<file path="config.mk">
export PLATFORM = sky130hd
export DESIGN_NAME = wcs_top
export DESIGN_NICKNAME = d
export VERILOG_FILES = /design/src/wcs_pkg.sv /design/src/wcs_sync.sv /design/src/wcs_tick_div.sv /design/src/wcs_top.sv
export SDC_FILE = /design/constraint.sdc
export NUM_CORES = 1
export LEC_CHECK = 0
export ABC_AREA = 1
export BUFFER_PORTS_ARGS = -buffer_cell sky130_fd_sc_hd__buf_2
export CORE_UTILIZATION = 35
export DETAILED_ROUTE_END_ITERATION = 12
export GPL_TIMING_DRIVEN = 1
export PLACE_DENSITY_LB_ADDON = 0.05
export SYNTH_ARGS = -nofsm -noshare
export SYNTH_HDL_FRONTEND = slang
export SYNTH_HIERARCHICAL = 1
export SYNTH_SLANG_ARGS = --single-unit
export TNS_END_PERCENT = 1
</file>
<file path="constraint.sdc">
create_clock -name clk_sys_in -period 2.35 [get_ports clk_sys_in]
set_input_delay 0.1175 -clock clk_sys_in [delete_from_list [all_inputs] [get_ports clk_sys_in]]
set_output_delay 0.1175 -clock clk_sys_in [all_outputs]
set_load 0.005 [all_outputs]
</file>
<file path="src/wcs_pkg.sv">
// Shared constants, encodings and carrier types of the washer cycle supervisor
package wcs_pkg;

	// ****************************************
	// Clock and time base
	// ****************************************
	localparam int CLK_HZ = 10_000_000;
	localparam int HALF_SEC_MS = 500;
	localparam int HALF_SEC_CYC = (CLK_HZ / 1000) * HALF_SEC_MS;
	localparam int HALF_PER_SEC = 2;
	localparam int SYNC_W = 6;

	// ****************************************
	// Supervision and pattern times in seconds
	// ****************************************
	localparam int HOLD_MAX_S = 7200;
	localparam int FILL_MAX_S = 1800;
	localparam int DRAIN_MAX_S = 840;
	localparam int SIS_WINDOW_S = 120;
	localparam int GENTLE_ON_S = 5;
	localparam int GENTLE_OFF_S = 10;
	localparam int SIS_ON_S = 2;
	localparam int SIS_OFF_S = 4;

	// Step lengths in seconds
	localparam int AGIT_WASH_S = 600;
	localparam int AGIT_RINSE_S = 240;
	localparam int SOAK_S = 480;
	localparam int SPIN_S = 240;

	localparam int CNT_W = 16;
	localparam int PAT_W = 8;

	// ****************************************
	// Encodings
	// ****************************************
	typedef enum logic [2:0] {
		PROG_OFF = 3'h0,
		PROG_SUPER = 3'h1,
		PROG_HEAVY = 3'h2,
		PROG_NORMAL = 3'h3,
		PROG_SPIN_ONLY = 3'h4,
		PROG_SOAK = 3'h5,
		PROG_DELICATE = 3'h6,
		PROG_PERM_PRESS = 3'h7
	} wcs_prog_t;

	typedef enum logic [2:0] {
		ST_IDLE = 3'h0,
		ST_FILL = 3'h1,
		ST_AGIT = 3'h3,
		ST_SOAK = 3'h2,
		ST_DRAIN = 3'h6,
		ST_SPIN = 3'h7
	} wcs_state_t;

	typedef enum logic [1:0] {
		PH_WASH = 2'h0,
		PH_RINSE = 2'h1,
		PH_FINAL = 2'h3
	} wcs_phase_t;

	// ****************************************
	// Carriers
	// ****************************************
	typedef struct packed {
		logic wash;
		logic rinse;
		logic final_spin;
	} wcs_lamp_t;

	typedef struct packed {
		logic fill_valve;
		logic agitate;
		logic gentle_pulsed_agitation;
		logic drain_pump;
		logic spin;
	} wcs_load_t;

	typedef struct packed {
		logic running;
		logic held;
		logic fill_fault;
		logic drain_fault;
	} wcs_stat_t;

	localparam wcs_lamp_t LAMP_RST = '0;
	localparam wcs_load_t LOAD_RST = '0;
	localparam wcs_stat_t STAT_RST = '0;

	// Seconds to half-second ticks
	function automatic logic [CNT_W-1:0] sec2half(input int s);
		sec2half = CNT_W'(s * HALF_PER_SEC);
	endfunction : sec2half

	localparam logic [CNT_W-1:0] HOLD_MAX_H = sec2half(HOLD_MAX_S);
	localparam logic [CNT_W-1:0] FILL_MAX_H = sec2half(FILL_MAX_S);
	localparam logic [CNT_W-1:0] DRAIN_MAX_H = sec2half(DRAIN_MAX_S);
	localparam logic [CNT_W-1:0] SIS_WINDOW_H = sec2half(SIS_WINDOW_S);
	localparam logic [CNT_W-1:0] AGIT_WASH_H = sec2half(AGIT_WASH_S);
	localparam logic [CNT_W-1:0] AGIT_RINSE_H = sec2half(AGIT_RINSE_S);
	localparam logic [CNT_W-1:0] SOAK_H = sec2half(SOAK_S);
	localparam logic [CNT_W-1:0] SPIN_H = sec2half(SPIN_S);
	localparam logic [PAT_W-1:0] GENTLE_ON_H = PAT_W'(GENTLE_ON_S * HALF_PER_SEC);
	localparam logic [PAT_W-1:0] GENTLE_PER_H = PAT_W'((GENTLE_ON_S + GENTLE_OFF_S) * HALF_PER_SEC);
	localparam logic [PAT_W-1:0] SIS_ON_H = PAT_W'(SIS_ON_S * HALF_PER_SEC);
	localparam logic [PAT_W-1:0] SIS_PER_H = PAT_W'((SIS_ON_S + SIS_OFF_S) * HALF_PER_SEC);

endpackage : wcs_pkg

</file>
<file path="src/wcs_sync.sv">
// Two-flop synchroniser for a group of pin inputs
`timescale 1ns/100ps
module wcs_sync #(
	parameter int W = 1
) (
	input wire logic clk_sys_in, // System clock
	input wire logic reset_n_in, // Asynchronous reset, active low
	input wire logic [W-1:0] async_in, // Pin levels
	output logic [W-1:0] sync_out // Synchronised levels
);
	logic [W-1:0] meta_ff;

	always_ff @(posedge clk_sys_in or negedge reset_n_in) begin
		if (!reset_n_in) begin
			meta_ff <= '0;
			sync_out <= '0;
		end else begin
			meta_ff <= async_in;
			sync_out <= meta_ff;
		end
	end
endmodule : wcs_sync

</file>
<file path="src/wcs_tick_div.sv">
// Divider that yields a one-cycle enable every DIV clock cycles
`timescale 1ns/100ps
module wcs_tick_div #(
	parameter int DIV = 5_000_000
) (
	input wire logic clk_sys_in, // System clock
	input wire logic reset_n_in, // Asynchronous reset, active low
	output logic tick_out // One-cycle pulse every DIV cycles
);
	localparam int CW = (DIV > 1) ? $clog2(DIV) : 1;
	localparam logic [CW-1:0] LAST = CW'(DIV - 1);

	logic [CW-1:0] cnt_ff;

	always_ff @(posedge clk_sys_in or negedge reset_n_in) begin
		if (!reset_n_in) begin
			cnt_ff <= '0;
			tick_out <= 1'b0;
		end else begin
			tick_out <= (cnt_ff == LAST);
			cnt_ff <= (cnt_ff == LAST) ? '0 : cnt_ff + 1'b1;
		end
	end
endmodule : wcs_tick_div

</file>
<file path="src/wcs_top.sv">
// Washer cycle supervisor: program sequencing, hold, lamps and loads
`timescale 1ns/100ps
module wcs_top #(
	parameter int HALF_SEC_CYCLES = wcs_pkg::HALF_SEC_CYC
) (
	input wire logic clk_sys_in, // 10 MHz system clock
	input wire logic reset_n_in, // Power-on reset, active low
	input wire logic run_hold_btn_in, // Run/hold button, high while pressed
	input wire logic [2:0] cycle_sel_in, // Cycle selector position
	input wire logic level_full_in, // Water at the chosen level
	input wire logic level_low_in, // Water level switch reports low
	output wcs_pkg::wcs_lamp_t lamp_out, // Phase lamps
	output wcs_pkg::wcs_load_t load_out, // Valve, motor and pump drives
	output wcs_pkg::wcs_stat_t stat_out // Run, hold and fault status
);

	// ****************************************
	// Input synchronisation and time base
	// ****************************************
	logic [wcs_pkg::SYNC_W-1:0] pins_s;
	logic btn_s;
	logic full_s;
	logic low_s;
	wcs_pkg::wcs_prog_t sel_s;
	logic half_tick;

	wcs_sync #(
		.W(wcs_pkg::SYNC_W)
	) u_sync (
		.clk_sys_in(clk_sys_in),
		.reset_n_in(reset_n_in),
		.async_in({run_hold_btn_in, cycle_sel_in, level_full_in, level_low_in}),
		.sync_out(pins_s)
	);

	assign btn_s = pins_s[5];
	assign sel_s = wcs_pkg::wcs_prog_t'(pins_s[4:2]);
	assign full_s = pins_s[1];
	assign low_s = pins_s[0];

	wcs_tick_div #(
		.DIV(HALF_SEC_CYCLES)
	) u_tick (
		.clk_sys_in(clk_sys_in),
		.reset_n_in(reset_n_in),
		.tick_out(half_tick)
	);

	// ****************************************
	// Button edge, selector arming
	// ****************************************
	logic btn_d_ff;
	logic press;
	logic sel_off;
	logic armed_ff;

	assign press = btn_s & ~btn_d_ff;
	assign sel_off = (sel_s == wcs_pkg::PROG_OFF);

	always_ff @(posedge clk_sys_in or negedge reset_n_in) begin
		if (!reset_n_in) begin
			btn_d_ff <= 1'b0;
		end else begin
			btn_d_ff <= btn_s;
		end
	end

	wcs_pkg::wcs_state_t state_ff;
	wcs_pkg::wcs_state_t nxt_state;
	wcs_pkg::wcs_phase_t phase_ff;
	wcs_pkg::wcs_phase_t nxt_phase;
	wcs_pkg::wcs_prog_t prog_ff;
	logic start;
	logic active;

	assign active = (state_ff != wcs_pkg::ST_IDLE);
	assign start = ~active & press & armed_ff & ~sel_off;

	// A new program needs the selector to have passed through off
	always_ff @(posedge clk_sys_in or negedge reset_n_in) begin
		if (!reset_n_in) begin
			armed_ff <= 1'b0;
		end else if (sel_off) begin
			armed_ff <= 1'b1;
		end else if (start) begin
			armed_ff <= 1'b0;
		end
	end

	// ****************************************
	// Hold and its abandon timer
	// ****************************************
	logic held_ff;
	logic blink_ff;
	logic [wcs_pkg::CNT_W-1:0] hold_cnt_ff;
	logic hold_expired;
	logic abort;
	logic fill_late;
	logic drain_late;

	assign hold_expired = held_ff & half_tick & (hold_cnt_ff >= wcs_pkg::HOLD_MAX_H);
	assign abort = active & (sel_off | hold_expired | fill_late | drain_late);

	always_ff @(posedge clk_sys_in or negedge reset_n_in) begin
		if (!reset_n_in) begin
			held_ff <= 1'b0;
		end else if (abort | ~active) begin
			held_ff <= 1'b0;
		end else if (press) begin
			held_ff <= ~held_ff;
		end
	end

	always_ff @(posedge clk_sys_in or negedge reset_n_in) begin
		if (!reset_n_in) begin
			hold_cnt_ff <= '0;
			blink_ff <= 1'b0;
		end else if (!held_ff) begin
			hold_cnt_ff <= '0;
			blink_ff <= 1'b0;
		end else if (half_tick) begin
			hold_cnt_ff <= hold_cnt_ff + 1'b1;
			blink_ff <= ~blink_ff;
		end
	end

	// ****************************************
	// Step timers
	// ****************************************
	logic run_tick;
	logic step_new;
	logic [wcs_pkg::CNT_W-1:0] step_cnt_ff;
	logic [wcs_pkg::PAT_W-1:0] pat_cnt_ff;
	logic [wcs_pkg::PAT_W-1:0] pat_per;

	assign run_tick = half_tick & ~held_ff;
	assign step_new = (nxt_state != state_ff) | (nxt_phase != phase_ff);
	assign pat_per = (state_ff == wcs_pkg::ST_AGIT) ? wcs_pkg::GENTLE_PER_H : wcs_pkg::SIS_PER_H;
	assign fill_late = (state_ff == wcs_pkg::ST_FILL) & ~full_s
		& (step_cnt_ff >= wcs_pkg::FILL_MAX_H);
	assign drain_late = (state_ff == wcs_pkg::ST_DRAIN) & ~low_s
		& (step_cnt_ff >= wcs_pkg::DRAIN_MAX_H);

	always_ff @(posedge clk_sys_in or negedge reset_n_in) begin
		if (!reset_n_in) begin
			step_cnt_ff <= '0;
		end else if (step_new) begin
			step_cnt_ff <= '0;
		end else if (run_tick && step_cnt_ff != '1) begin
			step_cnt_ff <= step_cnt_ff + 1'b1;
		end
	end

	always_ff @(posedge clk_sys_in or negedge reset_n_in) begin
		if (!reset_n_in) begin
			pat_cnt_ff <= '0;
		end else if (step_new) begin
			pat_cnt_ff <= '0;
		end else if (run_tick) begin
			pat_cnt_ff <= (pat_cnt_ff >= pat_per - 1'b1) ? '0 : pat_cnt_ff + 1'b1;
		end
	end

	// ****************************************
	// Program sequencer
	// ****************************************
	logic [wcs_pkg::CNT_W-1:0] agit_len;

	assign agit_len = (phase_ff == wcs_pkg::PH_WASH) ? wcs_pkg::AGIT_WASH_H : wcs_pkg::AGIT_RINSE_H;

	always_comb begin
		nxt_state = state_ff;
		nxt_phase = phase_ff;
		if (abort) begin
			nxt_state = wcs_pkg::ST_IDLE;
			nxt_phase = wcs_pkg::PH_WASH;
		end else if (!held_ff) begin
			case (state_ff)
				wcs_pkg::ST_IDLE: begin
					if (start && sel_s == wcs_pkg::PROG_SPIN_ONLY) begin
						nxt_state = wcs_pkg::ST_DRAIN;
						nxt_phase = wcs_pkg::PH_RINSE;
					end else if (start) begin
						nxt_state = wcs_pkg::ST_FILL;
						nxt_phase = wcs_pkg::PH_WASH;
					end
				end
				wcs_pkg::ST_FILL: begin
					if (full_s) begin
						nxt_state = wcs_pkg::ST_AGIT;
					end
				end
				wcs_pkg::ST_AGIT: begin
					if (step_cnt_ff >= agit_len) begin
						if (prog_ff == wcs_pkg::PROG_SOAK && phase_ff == wcs_pkg::PH_WASH) begin
							nxt_state = wcs_pkg::ST_SOAK;
						end else begin
							nxt_state = wcs_pkg::ST_DRAIN;
						end
					end
				end
				wcs_pkg::ST_SOAK: begin
					if (step_cnt_ff >= wcs_pkg::SOAK_H) begin
						nxt_state = wcs_pkg::ST_DRAIN;
					end
				end
				wcs_pkg::ST_DRAIN: begin
					if (low_s) begin
						nxt_state = wcs_pkg::ST_SPIN;
						if (phase_ff == wcs_pkg::PH_RINSE) begin
							nxt_phase = wcs_pkg::PH_FINAL;
						end
					end
				end
				wcs_pkg::ST_SPIN: begin
					if (step_cnt_ff >= wcs_pkg::SPIN_H) begin
						if (phase_ff == wcs_pkg::PH_WASH) begin
							nxt_state = wcs_pkg::ST_FILL;
							nxt_phase = wcs_pkg::PH_RINSE;
						end else begin
							nxt_state = wcs_pkg::ST_IDLE;
							nxt_phase = wcs_pkg::PH_WASH;
						end
					end
				end
				default: begin
					nxt_state = wcs_pkg::ST_IDLE;
					nxt_phase = wcs_pkg::PH_WASH;
				end
			endcase
		end
	end

	always_ff @(posedge clk_sys_in or negedge reset_n_in) begin
		if (!reset_n_in) begin
			state_ff <= wcs_pkg::ST_IDLE;
			phase_ff <= wcs_pkg::PH_WASH;
		end else begin
			state_ff <= nxt_state;
			phase_ff <= nxt_phase;
		end
	end

	always_ff @(posedge clk_sys_in or negedge reset_n_in) begin
		if (!reset_n_in) begin
			prog_ff <= wcs_pkg::PROG_OFF;
		end else if (start) begin
			prog_ff <= sel_s;
		end
	end

	// ****************************************
	// Lamp and load drive
	// ****************************************
	logic gentle_prog;
	logic sis_on;
	logic pat_on;
	wcs_pkg::wcs_lamp_t nxt_lamp;
	wcs_pkg::wcs_load_t nxt_load;
	wcs_pkg::wcs_stat_t nxt_stat;

	assign gentle_prog = (prog_ff == wcs_pkg::PROG_DELICATE) | (prog_ff == wcs_pkg::PROG_PERM_PRESS);
	assign sis_on = gentle_prog | (step_cnt_ff < wcs_pkg::SIS_WINDOW_H);
	assign pat_on = (state_ff == wcs_pkg::ST_AGIT) ? (pat_cnt_ff < wcs_pkg::GENTLE_ON_H)
		: (pat_cnt_ff < wcs_pkg::SIS_ON_H);

	always_comb begin
		nxt_lamp = wcs_pkg::LAMP_RST;
		if (active && !abort) begin
			nxt_lamp.wash = (phase_ff == wcs_pkg::PH_WASH);
			nxt_lamp.rinse = (phase_ff == wcs_pkg::PH_RINSE);
			nxt_lamp.final_spin = (phase_ff == wcs_pkg::PH_FINAL);
			if (held_ff && !blink_ff) begin
				nxt_lamp = wcs_pkg::LAMP_RST;
			end
		end
	end

	always_comb begin
		nxt_load = wcs_pkg::LOAD_RST;
		if (active && !abort && !held_ff) begin
			case (state_ff)
				wcs_pkg::ST_FILL: nxt_load.fill_valve = 1'b1;
				wcs_pkg::ST_AGIT: begin
					if (gentle_prog) begin
						nxt_load.gentle_pulsed_agitation = pat_on;
					end else begin
						nxt_load.agitate = 1'b1;
					end
				end
				wcs_pkg::ST_DRAIN: nxt_load.drain_pump = 1'b1;
				wcs_pkg::ST_SPIN: begin
					nxt_load.drain_pump = 1'b1;
					nxt_load.spin = sis_on ? pat_on : 1'b1;
				end
				default: nxt_load = wcs_pkg::LOAD_RST;
			endcase
		end
	end

	always_comb begin
		nxt_stat = stat_out;
		nxt_stat.running = active & ~abort;
		nxt_stat.held = held_ff & ~abort;
		if (start) begin
			nxt_stat.fill_fault = 1'b0;
			nxt_stat.drain_fault = 1'b0;
		end else begin
			nxt_stat.fill_fault = stat_out.fill_fault | fill_late;
			nxt_stat.drain_fault = stat_out.drain_fault | drain_late;
		end
	end

	always_ff @(posedge clk_sys_in or negedge reset_n_in) begin
		if (!reset_n_in) begin
			lamp_out <= wcs_pkg::LAMP_RST;
			load_out <= wcs_pkg::LOAD_RST;
			stat_out <= wcs_pkg::STAT_RST;
		end else begin
			lamp_out <= nxt_lamp;
			load_out <= nxt_load;
			stat_out <= nxt_stat;
		end
	end

endmodule : wcs_top

</file>
# Yosys cells after proc, flatten, opt, wreduce, memory -nomap -nowiden
# Cells that the tools add are included.
# classes
order_cmp	10
n_reduce_logical	19
bitwise	31
muxes	49
n_addsub	5
n_eq_ne	16
# ops
op	n
$mux W16	4
$mux W3	12
$add A16 B1 Y16 const B	2
$mux W8	3
$add A23 B1 Y23 const B	1
$eq A23 B23 Y1 const B	1
$mux W23	1
$eq A3 B3 Y1 const B	6
$mux W2	9
$pmux W3 S6	1
$ge A16 B10 Y1 const B	1
$ge A16 B11 Y1	1
$ge A16 B11 Y1 const B	1
$ge A16 B12 Y1 const B	1
$ge A16 B14 Y1 const B	1
$ge A16 B9 Y1 const B	1
$lt A16 B8 Y1 const B	1
$ne A16 B16 Y1 const B	1
$mux W1	15
$and A1 B1 Y1	14
$mux W11	1
$mux W5	2
$or A1 B1 Y1	9
$add A8 B1 Y8 const B	1
other kinds (21)	40
# totals
regBits	100
inputBits	8
wordCells	156
output_inout_bits	12

# Logic depth before layout (Yosys ltp)
# depth
depth_word	13
depth_mapped	15

# Modules after synthesis
# Netlist, hierarchy kept.
# modules_own_cells
module	area_each_um2	cells_each	instances
wcs_top	3652.3	478	1
wcs_tick_div	1405.1	191	1
wcs_sync	300.3	12	1

# Worst setup path before layout
# OpenSTA, ideal clock, no wires.
# synth_timing
kind	register to register
start	reg state_ff[2]
end	reg pat_cnt_ff[1] (netlist name)
path_buffers	0
period_less_slack_ns	1.887
slack_ns	0.463
path_stages_with_launch	15
arrival_time_ns	1.815
path_cell_list	dfrtp_1 > inv_2 > nand2_1 > nor2_4 > inv_1 > ha_1 > inv_1 > nor2_1 > o211ai_1 > nand4_1 > inv_1 > nand2_1 > o21ai_0 > inv_1 > nor2_1
# synth_between
elab_chain_len	13
word_cells_on_any_way	45
# synth_lines
item	line_no	source
start, declared	wcs_top.sv:68	wcs_pkg::wcs_state_t state_ff;
start signal, assigned	wcs_top.sv:236	state_ff <= wcs_pkg::ST_IDLE;
start signal, assigned	wcs_top.sv:239	state_ff <= nxt_state;
branches (longest 13 deep; another with $ge A8 B8 Y1)	-	
end signal, assigned	wcs_top.sv:160	pat_cnt_ff <= (pat_cnt_ff >= pat_per - 1'b1) ? '0 : pat_cnt_ff + 1'b1;
end, declared	wcs_top.sv:133	logic [wcs_pkg::PAT_W-1:0] pat_cnt_ff;
# Parallel ways; which one is timed is not known. The select of a mux whose other input is x is not followed.
# A chain may end at the register's enable or synchronous reset.

# Final worst setup path
# layout_timing
start	reg state_ff[2]
end	reg pat_cnt_ff[2] (netlist name)
# Same word-level chain as after synthesis.

==> results.sh <==
export IMPL_antenna_found_initial=0
export IMPL_relSlewSlack=0.701
export IMPL_die_area_mm2=0.0158
export IMPL_grt_pass1_vias=4498
export IMPL_synth_nets=699
export IMPL_dp_worst_setup_slack_ns=0.0931
export IMPL_critPathRequiredTime_ns=2.63
export IMPL_report_final_slew_viol_count=0
export IMPL_port_buffers=19
export IMPL_num_antenna_cells=0
export IMPL_syn_to_final_growth_pct=15.5
export IMPL_grt_ovfl_total=0
export IMPL_cts_root_buf="clkbuf_16"
export IMPL_ys_top_cells_by_area="dfrtp_1 (47%), nand2_1 (9.7%), nor2_1 (7.4%), inv_1 (6.3%), nand3_1 (4.3%)"
export IMPL_ir_drop_mv=0.375
export IMPL_dr_first_iter_drc_count=228
export IMPL_track_usage=0.172
export IMPL_arrival_ns=2.43
export IMPL_synth_warnings=6
export IMPL_hold_viol=0
export IMPL_worst_pin_slew_ns=0.448
export IMPL_dp_cells=893
export IMPL_finalSetupTns_ns=0
export IMPL_synth_seq_area_share=0.467
export IMPL_drt_total_wl_um=12500
export IMPL_hp_class="primary input to asynchronous set/reset pin"
export IMPL_synth_xor_area_frac=0.0311
export IMPL_syn_area_mm2=0.00536
export IMPL_synth_seq_cells=100
export IMPL_fmax_mhz=467
export IMPL_core_area_mm2=0.0148
export IMPL_power_density_mw_per_mm2=751
export IMPL_rows=44
export IMPL_clockBufferDepth=2
export IMPL_nets=746
export IMPL_syn_inst=681
export IMPL_layoutNonFillerInstCount=917
export IMPL_dpl_hpwl_um=9550
export IMPL_synth_top_area_frac=0.467
export IMPL_ioPinCount=20
export IMPL_start_util=0.363
export IMPL_crit_path_end_kind="register"
export IMPL_drive_gt1_frac=0.156
export IMPL_routedWlPerCell_um=13.6
export IMPL_crit_type="register to register"
export IMPL_dieWidth_um=126
export IMPL_crit_path_max_fanout=9
export IMPL_drc=0
export IMPL_synthSimpleGateAreaFrac=0.322
export IMPL_rsz0062_at_grt="false"
export IMPL_viasPerCell=4.88
export IMPL_cts_buffers=9
export IMPL_finalClockSkew_ns=0.00914
export IMPL_synth_compound_area_frac=0.0782
export IMPL_cts_htree_levels=3
export IMPL_p_leak_nw=2.95
export IMPL_synth_largest_area_cell="dfrtp_1"
export IMPL_status="finished, final reports clean"
export IMPL_grt_pass1_wl_um=21600
export IMPL_fin_ws_ns=0.206
export IMPL_synthAdderAreaFrac=0.0234
export IMPL_max_cap_violations=0
export IMPL_syn_avg_cell_area_um2=7.87
export IMPL_synthMuxAreaShare=0
export IMPL_ant_nets=0
export IMPL_vias=4474
export IMPL_die_y_um=126
export IMPL_drt_first_pass_iters=5
export IMPL_start_kind="register"
export IMPL_period_share=0.912
export IMPL_clk_latency_ns=0.35
export IMPL_place_gp_congestion=0.873
export IMPL_fill_cells=1497
export IMPL_setup_violations=0
export IMPL_cts_num_sinks=100
export IMPL_period_needed_ns=2.14
export IMPL_synth_top_family_by_area="simple AND/OR/NAND/NOR gates"
export IMPL_ys_types=40
export IMPL_tritoncts="yes"
export IMPL_grt_start_max_net_pins=47
export IMPL_clk_pin_slew_worst_paths_ns=0.07
-- layout make-up --
type	instances	area, um^2	area share
timing repair buffer	44	328	0.0530
multi-input combinational	477	2440	0.395
clock inverter	6	76.3	0.0123
clock buffer	10	239	0.0386
inverter	96	363	0.0586
tap	184	230	0.0372
sequential	100	2510	0.405
-- synth_stat cells, drive strengths merged --
cell and instances:
o21ai 37, clkinv 1, xnor2 3, nand4 16
ha 10, dfrtp 100, nor4 2, or2 2
nor2 139, clkbuf 1, o211ai 2, o22ai 6
a22o 1, buf 7, nand2 145, inv 95
a31oi 3, a21oi 19, o31ai 1, xor2 16
a21o 1, a22oi 1, nand3 51, a31o 2
a211oi 2, nor3 16, nor3b 1, nand3b 1
-- through the flow --
stage	instance area, um^2	hold WS [ns]	power, mW	utilization
after CTS	6160	0.267	4.73	0.418
after global routing	6190	0.289	4.95	0.419
final	6190	0.260	4.64	0.419
after detailed placement	5780	0.0983	3.11	0.392
after global placement	5780	0.0909	3.11	0.392
after floorplan	5360	-0.178	2.70	-
-- report_power, final --
group	internal [mW]	total, mW	switching [mW]
combinational	0.390	1.12	0.726
sequential	1.83	1.96	0.130
clock	0.876	1.57	0.689
-- worst paths after layout --
path                                        start                 end  slack [ns]  cells past startpoint
worst max-delay path                  state_ff[2]       pat_cnt_ff[2]        0.21                     13
worst min-delay path                   reset_n_in       pat_cnt_ff[0]        0.26                      2
worst max register to register        state_ff[2]       pat_cnt_ff[2]        0.21                     13
worst min register to register  u_sync/meta_ff[5]  u_sync/sync_out[5]        0.36                      0
max in group asynchronous              reset_n_in      step_cnt_ff[0]        1.43                      3
min in group clk_sys_in         u_sync/meta_ff[5]  u_sync/sync_out[5]        0.36                      0
-- metal layers --
metal / vias up / track usage / wire length (um)
li1: 2273 / - / -
met1: 2079 / 0.221 / 5930
met2: 103 / 0.285 / 5800
met3: 19 / 0.0395 / 570
met4: 0 / 0.0588 / 207
met5: - / 0 / 0
-- sequential cells by signal (all words and copies together), names as in the netlist --
name             count
armed_ff             1
blink_ff             1
btn_d_ff             1
held_ff              1
hold_cnt_ff         16
lamp_out             3
load_out             5
pat_cnt_ff           8
phase_ff             2
prog_ff              3
stat_out             4
state_ff             3
step_cnt_ff         16
u_sync/meta_ff       6
u_sync/sync_out      6
u_tick/cnt_ff       23
u_tick/tick_out      1
-- cells by family (layout without fill, tap and decap cells) --
kind of cell	count (synthesis)	in the layout
AO/OA/AOI/OAI	75	75
XOR/XNOR	19	19
adder cells (fa/ha/maj)	10	10
buffers and inverters	104	156
flip-flops	100	100
AND/OR/NAND/NOR	373	373
-- worst max-delay path, cell delays in order, from the launching register on --
cell and delay (ns):
dfrtp_2 0.47, inv_4 0.13, nand2_1 0.10, nor2_4 0.15, inv_2 0.08, ha_1 0.27, inv_1 0.05, nor2_1 0.04
o211ai_1 0.14, nand4_1 0.17, buf_4 0.18, o22ai_1 0.10, inv_1 0.08, nor2_2 0.10
-- layout by cell type (no fill, tap or decap), drive strengths merged --
cell type      n
dlygate4sd3    7
clkbuf        10
a21oi         19
a211oi         2
buf           37
nor4           2
nand2        145
nand3b         1
a31oi          3
nor2         139
a31o           2
clkinv         2
o211ai         2
nand4         16
o21ai         37
xor2          16
xnor2          3
dfrtp        100
bufinv         1
inv           99
nor3b          1
a21o           1
o22ai          6
a22o           1
or2            2
o31ai          1
nor3          16
ha            10
nand3         51
a22oi          1
-- what timing repair did --
item | 4_1_cts | 5_1_grt
hold endpoints to repair | 37 | 0
resized for setup | 0 | 8
endpoints found under the setup margin | 0 | 23
hold buffers | 7 | 0
setup buffers | 0 | 1
No activity file was read; power rests on OpenSTA's default activity.
